**src/rtl/gpreg_defines.vh**
```
`ifndef GPREG_DEFINES_VH
`define GPREG_DEFINES_VH
`define GPREG_OFS_PIN_A 12'h000
`define GPREG_OFS_PIN_B 12'h004
`define GPREG_OFS_PIN_C 12'h008
`define GPREG_OFS_PIN_D 12'h00C
`define GPREG_OFS_PIN_E 12'h010
`define GPREG_OFS_LAT_A 12'h014
`define GPREG_OFS_LAT_B 12'h018
`define GPREG_OFS_LAT_C 12'h01C
`define GPREG_OFS_LAT_D 12'h020
`define GPREG_OFS_LAT_E 12'h024
`define GPREG_OFS_DIR_A 12'h028
`define GPREG_OFS_DIR_B 12'h02C
`define GPREG_OFS_DIR_C 12'h030
`define GPREG_OFS_DIR_D 12'h034
`define GPREG_OFS_DIR_E 12'h038
`define GPREG_OFS_ANS_A 12'h03C
`define GPREG_OFS_ANS_B 12'h040
`define GPREG_OFS_ANS_C 12'h044
`define GPREG_OFS_ANS_D 12'h048
`define GPREG_OFS_ANS_E 12'h04C
`define GPREG_MASK_ANS_A 8'h2F
`define GPREG_MASK_ANS_B 8'h3F
`define GPREG_MASK_ANS_C 8'hFC
`define GPREG_MASK_ANS_D 8'hFF
`define GPREG_MASK_ANS_E 8'h07
`define GPREG_MASK_LAT_E 8'h07
`define GPREG_MASK_DIR_E 8'h87
`define GPREG_MASK_PIN_E 8'h0F
`define GPREG_BIT_E_PULLUP 7
`define GPREG_BIT_E3 3
`define GPREG_RST_ANS 8'hFF
`define GPREG_RST_DIR 8'hFF
`define GPREG_RST_LAT 8'h00
`endif

```
**src/rtl/gpreg_top.v**
```verilog
`include "gpreg_defines.vh"
`default_nettype none
module gpreg_top (
	input wire clk,
	input wire rst,
	input wire hsel,
	input wire [11:0] haddr,
	input wire [1:0] htrans,
	input wire hwrite,
	input wire [2:0] hsize,
	input wire [31:0] hwdata,
	input wire hready,
	output wire [31:0] hrdata,
	output wire hreadyout,
	output wire hresp,
	input wire [7:0] port_a_in,
	input wire [7:0] port_b_in,
	input wire [7:0] port_c_in,
	input wire [7:0] port_d_in,
	input wire [2:0] port_e_in,
	input wire pin_e3_input,
	input wire master_clear_pin_enable,
	output wire [7:0] port_a_out,
	output wire [7:0] port_b_out,
	output wire [7:0] port_c_out,
	output wire [7:0] port_d_out,
	output wire [2:0] port_e_out,
	output wire [7:0] port_a_oe,
	output wire [7:0] port_b_oe,
	output wire [7:0] port_c_oe,
	output wire [7:0] port_d_oe,
	output wire [2:0] port_e_oe,
	output wire [7:0] analog_select_a,
	output wire [7:0] analog_select_b,
	output wire [7:0] analog_select_c,
	output wire [7:0] analog_select_d,
	output wire [2:0] analog_select_e,
	output wire pin_e3_pullup_enable
);
	////////////////////////////////////////////////////////////////////////////
	// Registers
	reg [7:0] lat_a_q;
	reg [7:0] lat_b_q;
	reg [7:0] lat_c_q;
	reg [7:0] lat_d_q;
	reg [7:0] lat_e_q;
	reg [7:0] dir_a_q;
	reg [7:0] dir_b_q;
	reg [7:0] dir_c_q;
	reg [7:0] dir_d_q;
	reg [7:0] dir_e_q;
	reg [7:0] ans_a_q;
	reg [7:0] ans_b_q;
	reg [7:0] ans_c_q;
	reg [7:0] ans_d_q;
	reg [7:0] ans_e_q;
	reg wr_pend_q;
	reg [11:0] wr_addr_q;
	reg [31:0] rdata_q;
	wire [35:0] pins_sync;
	wire [7:0] pin_a;
	wire [7:0] pin_b;
	wire [7:0] pin_c;
	wire [7:0] pin_d;
	wire [7:0] pin_e;
	wire [7:0] wd;
	wire acc;
	reg [7:0] rd_d;

	////////////////////////////////////////////////////////////////////////////
	// Pin sampling
	gpreg_sync #(.W(36)) u_sync (
		.clk(clk),
		.rst(rst),
		.din({pin_e3_input, port_e_in, port_d_in, port_c_in, port_b_in, port_a_in}),
		.dout(pins_sync)
	);

	// Digital input reads zero where analog select is set
	assign pin_a = pins_sync[7:0] & ~ans_a_q;
	assign pin_b = pins_sync[15:8] & ~ans_b_q;
	assign pin_c = pins_sync[23:16] & ~ans_c_q;
	assign pin_d = pins_sync[31:24] & ~ans_d_q;
	// E3 is an input only while the master clear function is off
	assign pin_e = {4'h0, pins_sync[35] & ~master_clear_pin_enable,
		pins_sync[34:32] & ~ans_e_q[2:0]};

	////////////////////////////////////////////////////////////////////////////
	// AHB-Lite slave: zero-wait, always OKAY
	assign acc = hsel & hready & htrans[1];
	assign hreadyout = 1'b1;
	assign hresp = 1'b0;
	assign hrdata = rdata_q;
	assign wd = hwdata[7:0];

	always @* begin
		case (haddr)
			`GPREG_OFS_PIN_A: rd_d = pin_a;
			`GPREG_OFS_PIN_B: rd_d = pin_b;
			`GPREG_OFS_PIN_C: rd_d = pin_c;
			`GPREG_OFS_PIN_D: rd_d = pin_d;
			`GPREG_OFS_PIN_E: rd_d = pin_e & `GPREG_MASK_PIN_E;
			`GPREG_OFS_LAT_A: rd_d = lat_a_q;
			`GPREG_OFS_LAT_B: rd_d = lat_b_q;
			`GPREG_OFS_LAT_C: rd_d = lat_c_q;
			`GPREG_OFS_LAT_D: rd_d = lat_d_q;
			`GPREG_OFS_LAT_E: rd_d = lat_e_q;
			`GPREG_OFS_DIR_A: rd_d = dir_a_q;
			`GPREG_OFS_DIR_B: rd_d = dir_b_q;
			`GPREG_OFS_DIR_C: rd_d = dir_c_q;
			`GPREG_OFS_DIR_D: rd_d = dir_d_q;
			`GPREG_OFS_DIR_E: rd_d = dir_e_q;
			`GPREG_OFS_ANS_A: rd_d = ans_a_q;
			`GPREG_OFS_ANS_B: rd_d = ans_b_q;
			`GPREG_OFS_ANS_C: rd_d = ans_c_q;
			`GPREG_OFS_ANS_D: rd_d = ans_d_q;
			`GPREG_OFS_ANS_E: rd_d = ans_e_q;
			default: rd_d = 8'h00;
		endcase
	end

	always @(posedge clk) begin
		if (rst) begin
			wr_pend_q <= 1'b0;
			wr_addr_q <= 12'h000;
			rdata_q <= 32'h00000000;
		end else begin
			wr_pend_q <= acc & hwrite;
			if (acc) begin
				wr_addr_q <= haddr;
			end
			if (acc & ~hwrite) begin
				rdata_q <= {24'h000000, rd_d};
			end
		end
	end

	////////////////////////////////////////////////////////////////////////////
	// Register writes at the end of the data phase
	always @(posedge clk) begin
		if (rst) begin
			lat_a_q <= `GPREG_RST_LAT;
			lat_b_q <= `GPREG_RST_LAT;
			lat_c_q <= `GPREG_RST_LAT;
			lat_d_q <= `GPREG_RST_LAT;
			lat_e_q <= `GPREG_RST_LAT;
			dir_a_q <= `GPREG_RST_DIR;
			dir_b_q <= `GPREG_RST_DIR;
			dir_c_q <= `GPREG_RST_DIR;
			dir_d_q <= `GPREG_RST_DIR;
			dir_e_q <= `GPREG_RST_DIR & `GPREG_MASK_DIR_E;
			ans_a_q <= `GPREG_RST_ANS & `GPREG_MASK_ANS_A;
			ans_b_q <= `GPREG_RST_ANS & `GPREG_MASK_ANS_B;
			ans_c_q <= `GPREG_RST_ANS & `GPREG_MASK_ANS_C;
			ans_d_q <= `GPREG_RST_ANS & `GPREG_MASK_ANS_D;
			ans_e_q <= `GPREG_RST_ANS & `GPREG_MASK_ANS_E;
		end else if (wr_pend_q) begin
			case (wr_addr_q)
				`GPREG_OFS_PIN_A, `GPREG_OFS_LAT_A: lat_a_q <= wd;
				`GPREG_OFS_PIN_B, `GPREG_OFS_LAT_B: lat_b_q <= wd;
				`GPREG_OFS_PIN_C, `GPREG_OFS_LAT_C: lat_c_q <= wd;
				`GPREG_OFS_PIN_D, `GPREG_OFS_LAT_D: lat_d_q <= wd;
				`GPREG_OFS_PIN_E, `GPREG_OFS_LAT_E: lat_e_q <= wd & `GPREG_MASK_LAT_E;
				`GPREG_OFS_DIR_A: dir_a_q <= wd;
				`GPREG_OFS_DIR_B: dir_b_q <= wd;
				`GPREG_OFS_DIR_C: dir_c_q <= wd;
				`GPREG_OFS_DIR_D: dir_d_q <= wd;
				`GPREG_OFS_DIR_E: dir_e_q <= wd & `GPREG_MASK_DIR_E;
				`GPREG_OFS_ANS_A: ans_a_q <= wd & `GPREG_MASK_ANS_A;
				`GPREG_OFS_ANS_B: ans_b_q <= wd & `GPREG_MASK_ANS_B;
				`GPREG_OFS_ANS_C: ans_c_q <= wd & `GPREG_MASK_ANS_C;
				`GPREG_OFS_ANS_D: ans_d_q <= wd & `GPREG_MASK_ANS_D;
				`GPREG_OFS_ANS_E: ans_e_q <= wd & `GPREG_MASK_ANS_E;
				default: lat_a_q <= lat_a_q;
			endcase
		end
	end

	////////////////////////////////////////////////////////////////////////////
	// Pin drive: analog select does not touch the output path
	assign port_a_out = lat_a_q;
	assign port_b_out = lat_b_q;
	assign port_c_out = lat_c_q;
	assign port_d_out = lat_d_q;
	assign port_e_out = lat_e_q[2:0];
	assign port_a_oe = ~dir_a_q;
	assign port_b_oe = ~dir_b_q;
	assign port_c_oe = ~dir_c_q;
	assign port_d_oe = ~dir_d_q;
	assign port_e_oe = ~dir_e_q[2:0];
	assign analog_select_a = ans_a_q;
	assign analog_select_b = ans_b_q;
	assign analog_select_c = ans_c_q;
	assign analog_select_d = ans_d_q;
	assign analog_select_e = ans_e_q[2:0];
	assign pin_e3_pullup_enable = dir_e_q[`GPREG_BIT_E_PULLUP];
endmodule // gpreg_top
`default_nettype wire

```
**src/rtl/gpreg_sync.v**
```verilog
`default_nettype none
// Three-stage pin synchroniser; the level changes once stages two and three agree
module gpreg_sync #(
	parameter W = 8
) (
	input wire clk,
	input wire rst,
	input wire [W-1:0] din,
	output reg [W-1:0] dout
);
	reg [W-1:0] s1_q;
	reg [W-1:0] s2_q;
	reg [W-1:0] s3_q;
	always @(posedge clk) begin
		if (rst) begin
			s1_q <= {W{1'b0}};
			s2_q <= {W{1'b0}};
			s3_q <= {W{1'b0}};
			dout <= {W{1'b0}};
		end else begin
			s1_q <= din;
			s2_q <= s1_q;
			s3_q <= s2_q;
			if (s2_q == s3_q) begin
				dout <= s3_q;
			end
		end
	end
endmodule // gpreg_sync
`default_nettype wire

```
**config.mk**
```make
export PLATFORM = sky130hd
export DESIGN_NAME = gpreg_top
export DESIGN_NICKNAME = d
export VERILOG_FILES = /design/src/rtl/gpreg_top.v /design/src/rtl/gpreg_sync.v
export VERILOG_INCLUDE_DIRS = /design/src /design/src/rtl
export SDC_FILE = /design/constraint.sdc
export NUM_CORES = 1
export LEC_CHECK = 0
export BUFFER_PORTS_ARGS = -buffer_cell sky130_fd_sc_hd__buf_2
export CORE_MARGIN = 1.5
export CORE_UTILIZATION = 30
export DETAILED_ROUTE_END_ITERATION = 16
export GPL_ROUTABILITY_DRIVEN = 0
export MAX_ROUTING_LAYER = met4
export SLEW_MARGIN = 10
export SYNTH_ARGS = -nofsm -noshare
export SYNTH_HDL_FRONTEND = slang
export SYNTH_HIERARCHICAL = 1
export SYNTH_SLANG_ARGS = --single-unit
```
**constraint.sdc**
```tcl
create_clock -name clk -period 4.8 [get_ports clk]
set_input_delay 0.48 -clock clk [delete_from_list [all_inputs] [get_ports clk]]
set_output_delay 0.48 -clock clk [all_outputs]
set_load 0.05 [all_outputs]
```
# --- After elaboration in Yosys (flattened, before gate mapping) ---
# Index checks and enable logic that the tools add are counted.
totals:
  out_inout_bits: 140
  register_bits: 264
classes:
  muxes: 1
  eq_ne: 39
  n_reduce_logical: 22
  bitwise: 22
op_table:
  columns: ["operator", "count"]
  rows:
  - ["equality test 12 x 6 -> 1 bit (second input constant)", 16]
  - ["one-hot mux 8 bit (20 select lines)", 1]
  - ["equality test 12 x 5 -> 1 bit (second input constant)", 8]
  - ["equality test 12 x 7 -> 1 bit (second input constant)", 8]
  - ["equality test 12 x 4 -> 1 bit (second input constant)", 4]
  - ["NOT 8 bit", 6]
  - ["equality test 36 bit", 1]
  - ["AND 8 bit", 4]
  - ["AND reduction 2 bit", 15]
  - ["equality test 12 x 3 -> 1 bit (second input constant)", 2]
  - ["zero test 12 bit", 2]
  - ["NOT 6 -> 8 bit", 2]
  - ["OR reduction 2 bit", 5]
  - ["NOT 3 bit", 2]
  - ["AND 1 bit", 5]
  - ["AND 3 bit", 1]
  - ["NOT 1 bit", 2]

# --- Logic depth before layout (Yosys ltp) ---
depth:
  word_depth: 3
  ltp_mapped: 9
  mapped_depth_nobuf: 6

# --- Modules after synthesis ---
# Netlist, hierarchy kept.
by_module_without_submodules:
  columns: ["module", "area_per_inst_um2", "cells_each", "n_inst"]
  rows:
  - ["gpreg_top", 6437.4, 767, 1]
  - ["gpreg_sync", 4921.0, 432, 1]

# --- Least setup slack after synthesis ---
# OpenSTA, ideal clock, no wires.
synth_timing:
  path_type: "input -> register"
  start: "input port haddr[2]"
  end: "register rdata_q[7], in the netlist hrdata[7]"
  slack_ps: 2904
  stages: 7
  arrival_ps: 1773
  cell_sequence: "buf_2 buf_2 mux2_2 a221oi_1 nor2_1 o31ai_1 nand2_1"
synth_between:
  elab_chain_cells: 2
  elab_cells_between_ends: 21
  classes_between: "eq/ne: 19; mux: 1; reduce/logical: 1"
synth_rtl:
  columns: ["item", "line", "rtl"]
  rows:
  - ["start: declaration", "gpreg_top.v:7", "input wire [11:0] haddr,"]
  - ["equality test 12 x 7 -> 1 bit, or another cell as far along", "gpreg_top.v:97", "case (haddr)"]
  - ["one-hot mux 8 bit (20 select lines) (*)", "gpreg_top.v:97", null]
  - ["end signal: assignment", "gpreg_top.v:133", "rdata_q <= {24'h000000, rd_d};"]
  - ["end: declaration", "gpreg_top.v:59", "reg [31:0] rdata_q;"]
# Every way passes the cells marked *; elsewhere a longest branch is shown, timed or not.
# A chain may end at the register's enable or synchronous reset.

# --- Final worst setup path ---
layout_timing:
  start: "register wr_addr_q[0]"
  end: "register dir_b_q[1]"
layout_between:
  elab_chain_cells: 2
layout_rtl:
  columns: ["item", "line", "rtl"]
  rows:
  - ["start: declaration", "gpreg_top.v:58", "reg [11:0] wr_addr_q;"]
  - ["start signal: assignment", "gpreg_top.v:130", "wr_addr_q <= haddr;"]
  - ["equality test 12 x 6 -> 1 bit", "gpreg_top.v:158", "case (wr_addr_q)"]
  - ["AND reduction 2 bit (no line)", null, null]
  - ["end signal: assignment", "gpreg_top.v:148", "dir_b_q <= `GPREG_RST_DIR;"]
  - ["end signal: assignment", "gpreg_top.v:165", "`GPREG_OFS_DIR_B: dir_b_q <= wd;"]
  - ["end: declaration", "gpreg_top.v:48", "reg [7:0] dir_b_q;"]
# Every way passes these cells.

==> flow_summary.ini <==
[status]
status = finished, final reports clean

[layout]
seq_area_sq_mm = 0.00529
fin_util = 0.358
multi_input_comb_area_sq_mm = 0.00536
antenna_cells = 0
stdcell_count = 1854
drive_above_1_share = 0.184
fillers = 3900
synthToLayoutAreaGrowth_pct = 18.1
nets = 1414

[yosys]
avgSynthCellArea_sq_um = 9.47
synth_most_common_cell = dfxtp_1
yosys_warnings = 6
synth-main-ff-cell = dfxtp_1
netlist_top_cells_count = dfxtp_1, nor2b_1, mux2i_1, nand2_1, nand2b_1
synth.distinct_cells = 73
post-synth-top-area-cell = dfxtp_1
synthTopCellsByArea = dfxtp_1, mux2i_1, nor2b_1
syn_area_sq_mm = 0.0114
synth_seq_area_share = 0.465
synth_top_cell_area_share = 0.465
ys_async_sr_fraction = 0
netlist_instances = 1199
synth_edf_count = 0
synth_seq_cells = 264

[placed_design]
dp.cells = 1805
port_buffers = 169
dp_hpwl_um = 25400

[worst_setup_path]
cp_num_buf_inv = 0
slowest_delay_ps = 580
worstPathArrival_ps = 2700
r2r_cells = 4
path_cells = nor2_1, and3_1, nand3_1, a211o_1
timing.rr.start = wr_addr_q[0]
crit_slowest_cell = nand3_1
rr_endpoint = dir_b_q[1]
worstSetupPathType = reg -> reg
end_kind = flip-flop
crit_family = simple AND/OR/NAND/NOR gates
required_ps = 5230
r2r_slack_ps = 2520
cp-start-kind = flip-flop
critPathMaxFanout = 11

[clock_tree]
postCtsHoldBufs = 0
htree_levels = 1
clk_pin_slew_ps = 70
cts_resized = 0
clock_latency_ps = 540
cts_setup_buffers = 0
clk_path_buf_depth = 3
cts_tree = built
numCtsBuffers = 27
root_buffer = clkbuf_16
clock-sinks = 264

[global_route]
grt_pass1_vias = 8297
grt_max_degree = 186
groute.usage.overall = 0.178
grt_overflow_total = 0
grt_first_pass_wirelength_um = 51300
antenna_found_initial = 0

[job]
cap_violations = 0

[min_path]
hold_start = port_a_in[0]
min_path_type = in -> reg
min_to = u_sync/s1_q[0]
min_path_cells = 2

[floorplan]
die-area_sq_mm = 0.0390
floorplan.initialDensity = 0.303
row_count = 71
die_h_um = 198
fp.dieW_um = 198
coreArea_sq_mm = 0.0375
io_pins = 231

[power_and_ir_drop]
vdd_drop_max_v = 0.000251
power.leakage_nw = 6.21
power.density_mw_per_mm2 = 366

[timing]
max_freq_mhz = 439
setup_violations = 0
slew_headroom = 0.416
rsz0062_at_grt = no
worst_slew_pin_slew_ps = 875
finalCriticalPeriod_ps = 2280
fin_tns_setup_ps = 0
final_max_slew_viol_count = 0
hold_violations = 0
hold_ws_ps = 158
skew_ps = 13.1
fin_crit_sh = 0.474

[drt]
drc = 0
routedWlPerCell_um = 18.9
viasPerCell = 4.88
antenna_left = 0
drt_iter0_drc = 788
dr.pass1.iters = 5
totalWireLength_um = 35000
routed-via-count = 9039
==> cell usage in the layout, fill, tap and decap left out, types with 12 or more instances in the layout <==
| cell | synthesis | final |
|---|---|---|
| nor2_1 | 70 | 69 |
| a32oi_1 | 16 | 16 |
| a311o_1 | 12 | 12 |
| nor2b_1 | 118 | 118 |
| clkbuf_16 | 0 | 27 |
| nand3_1 | 27 | 27 |
| a22oi_1 | 14 | 14 |
| nand2b_1 | 72 | 72 |
| dfxtp_1 | 264 | 264 |
| xnor2_1 | 28 | 28 |
| buf_2 | 18 | 168 |
| conb_1 | 2 | 33 |
| nand3b_1 | 16 | 16 |
| and3_1 | 27 | 27 |
| mux2i_1 | 87 | 87 |
| a21oi_1 | 33 | 33 |
| inv_1 | 52 | 52 |
| nand2_1 | 87 | 87 |
| o21ai_0 | 12 | 12 |
| a211o_1 | 26 | 26 |
==> worst reg2reg max path, cell delays in order (launching register included) <==
cell     delay [ps]
dfxtp_1         410
nor2_1          210
and3_1          530
nand3_1         580
a211o_1         450
==> sequential cells by signal, summed over array words and instances, names as in the netlist <==
name             cells
port_b_out           8
dir_c_q              8
hrdata               8
u_sync/s3_q         36
u_sync/s1_q         36
u_sync/dout         36
port_c_out           8
wr_addr_q           12
dir_b_q              8
u_sync/s2_q         36
analog_select_d      8
wr_pend_q            1
dir_d_q              8
analog_select_b      6
port_d_out           8
lat_e_q              3
dir_a_q              8
dir_e_q              4
port_a_out           8
ans_e_q              3
analog_select_c      6
analog_select_a      5
==> area by class of cell <==
cell class,instances,share of cell area
Clock buffer,34,0.0546
Tap cell,511,0.0477
Inverter,53,0.0148
Multi-Input combinational cell,798,0.400
Sequential cell,264,0.394
Clock inverter,15,0.0191
Timing Repair Buffer,179,0.0701
==> power breakdown <==
group	switching, mW	leakage [nW]	internal [mW]	total, mW
clock	0.878	0.486	1.45	2.33
sequential	0.0250	2.15	2.23	2.26
combinational	0.219	3.58	0.100	0.320
==> worst max path at each step <==
stage,from,to,slack [ps],cells after the start
2_1_floorplan,haddr[2],hrdata[7],2900,7
3_3_place_gp,haddr[5],hrdata[3],1900,7
3_5_place_dp,haddr[5],hrdata[3],1880,7
4_1_cts,haddr[5],hrdata[3],2440,7
5_1_grt,wr_addr_q[9],port_c_out[1],2370,6
6_report,wr_addr_q[0],dir_b_q[1],2520,4
==> logic make-up after synthesis <==
family | synth area share
DFF | 0.465
muxes | 0.0806
buffers and inverters | 0.0758
AOI/OAI and AO/OA | 0.112
xor gates and xnor gates | 0.0285
other | 0.000661
and+or+nand+nor | 0.237
==> stage by stage <==
step	total power, mW	cell area, sq um	worst slack [ps]
2_1_floorplan	2.55	11500	2900
3_3_place_gp	2.62	12400	1900
3_5_place_dp	2.62	12400	1880
4_1_cts	4.95	13400	2440
5_1_grt	5.08	13400	2370
6_report	4.91	13400	2520
==> per-layer routing <==
layer,GRT usage,routed length [um]
met1,0.234,15100
met2,0.265,15100
met3,0.0393,3380
met4,0.0727,1440
met5,-,0
Power figures use the tool's default switching activity.
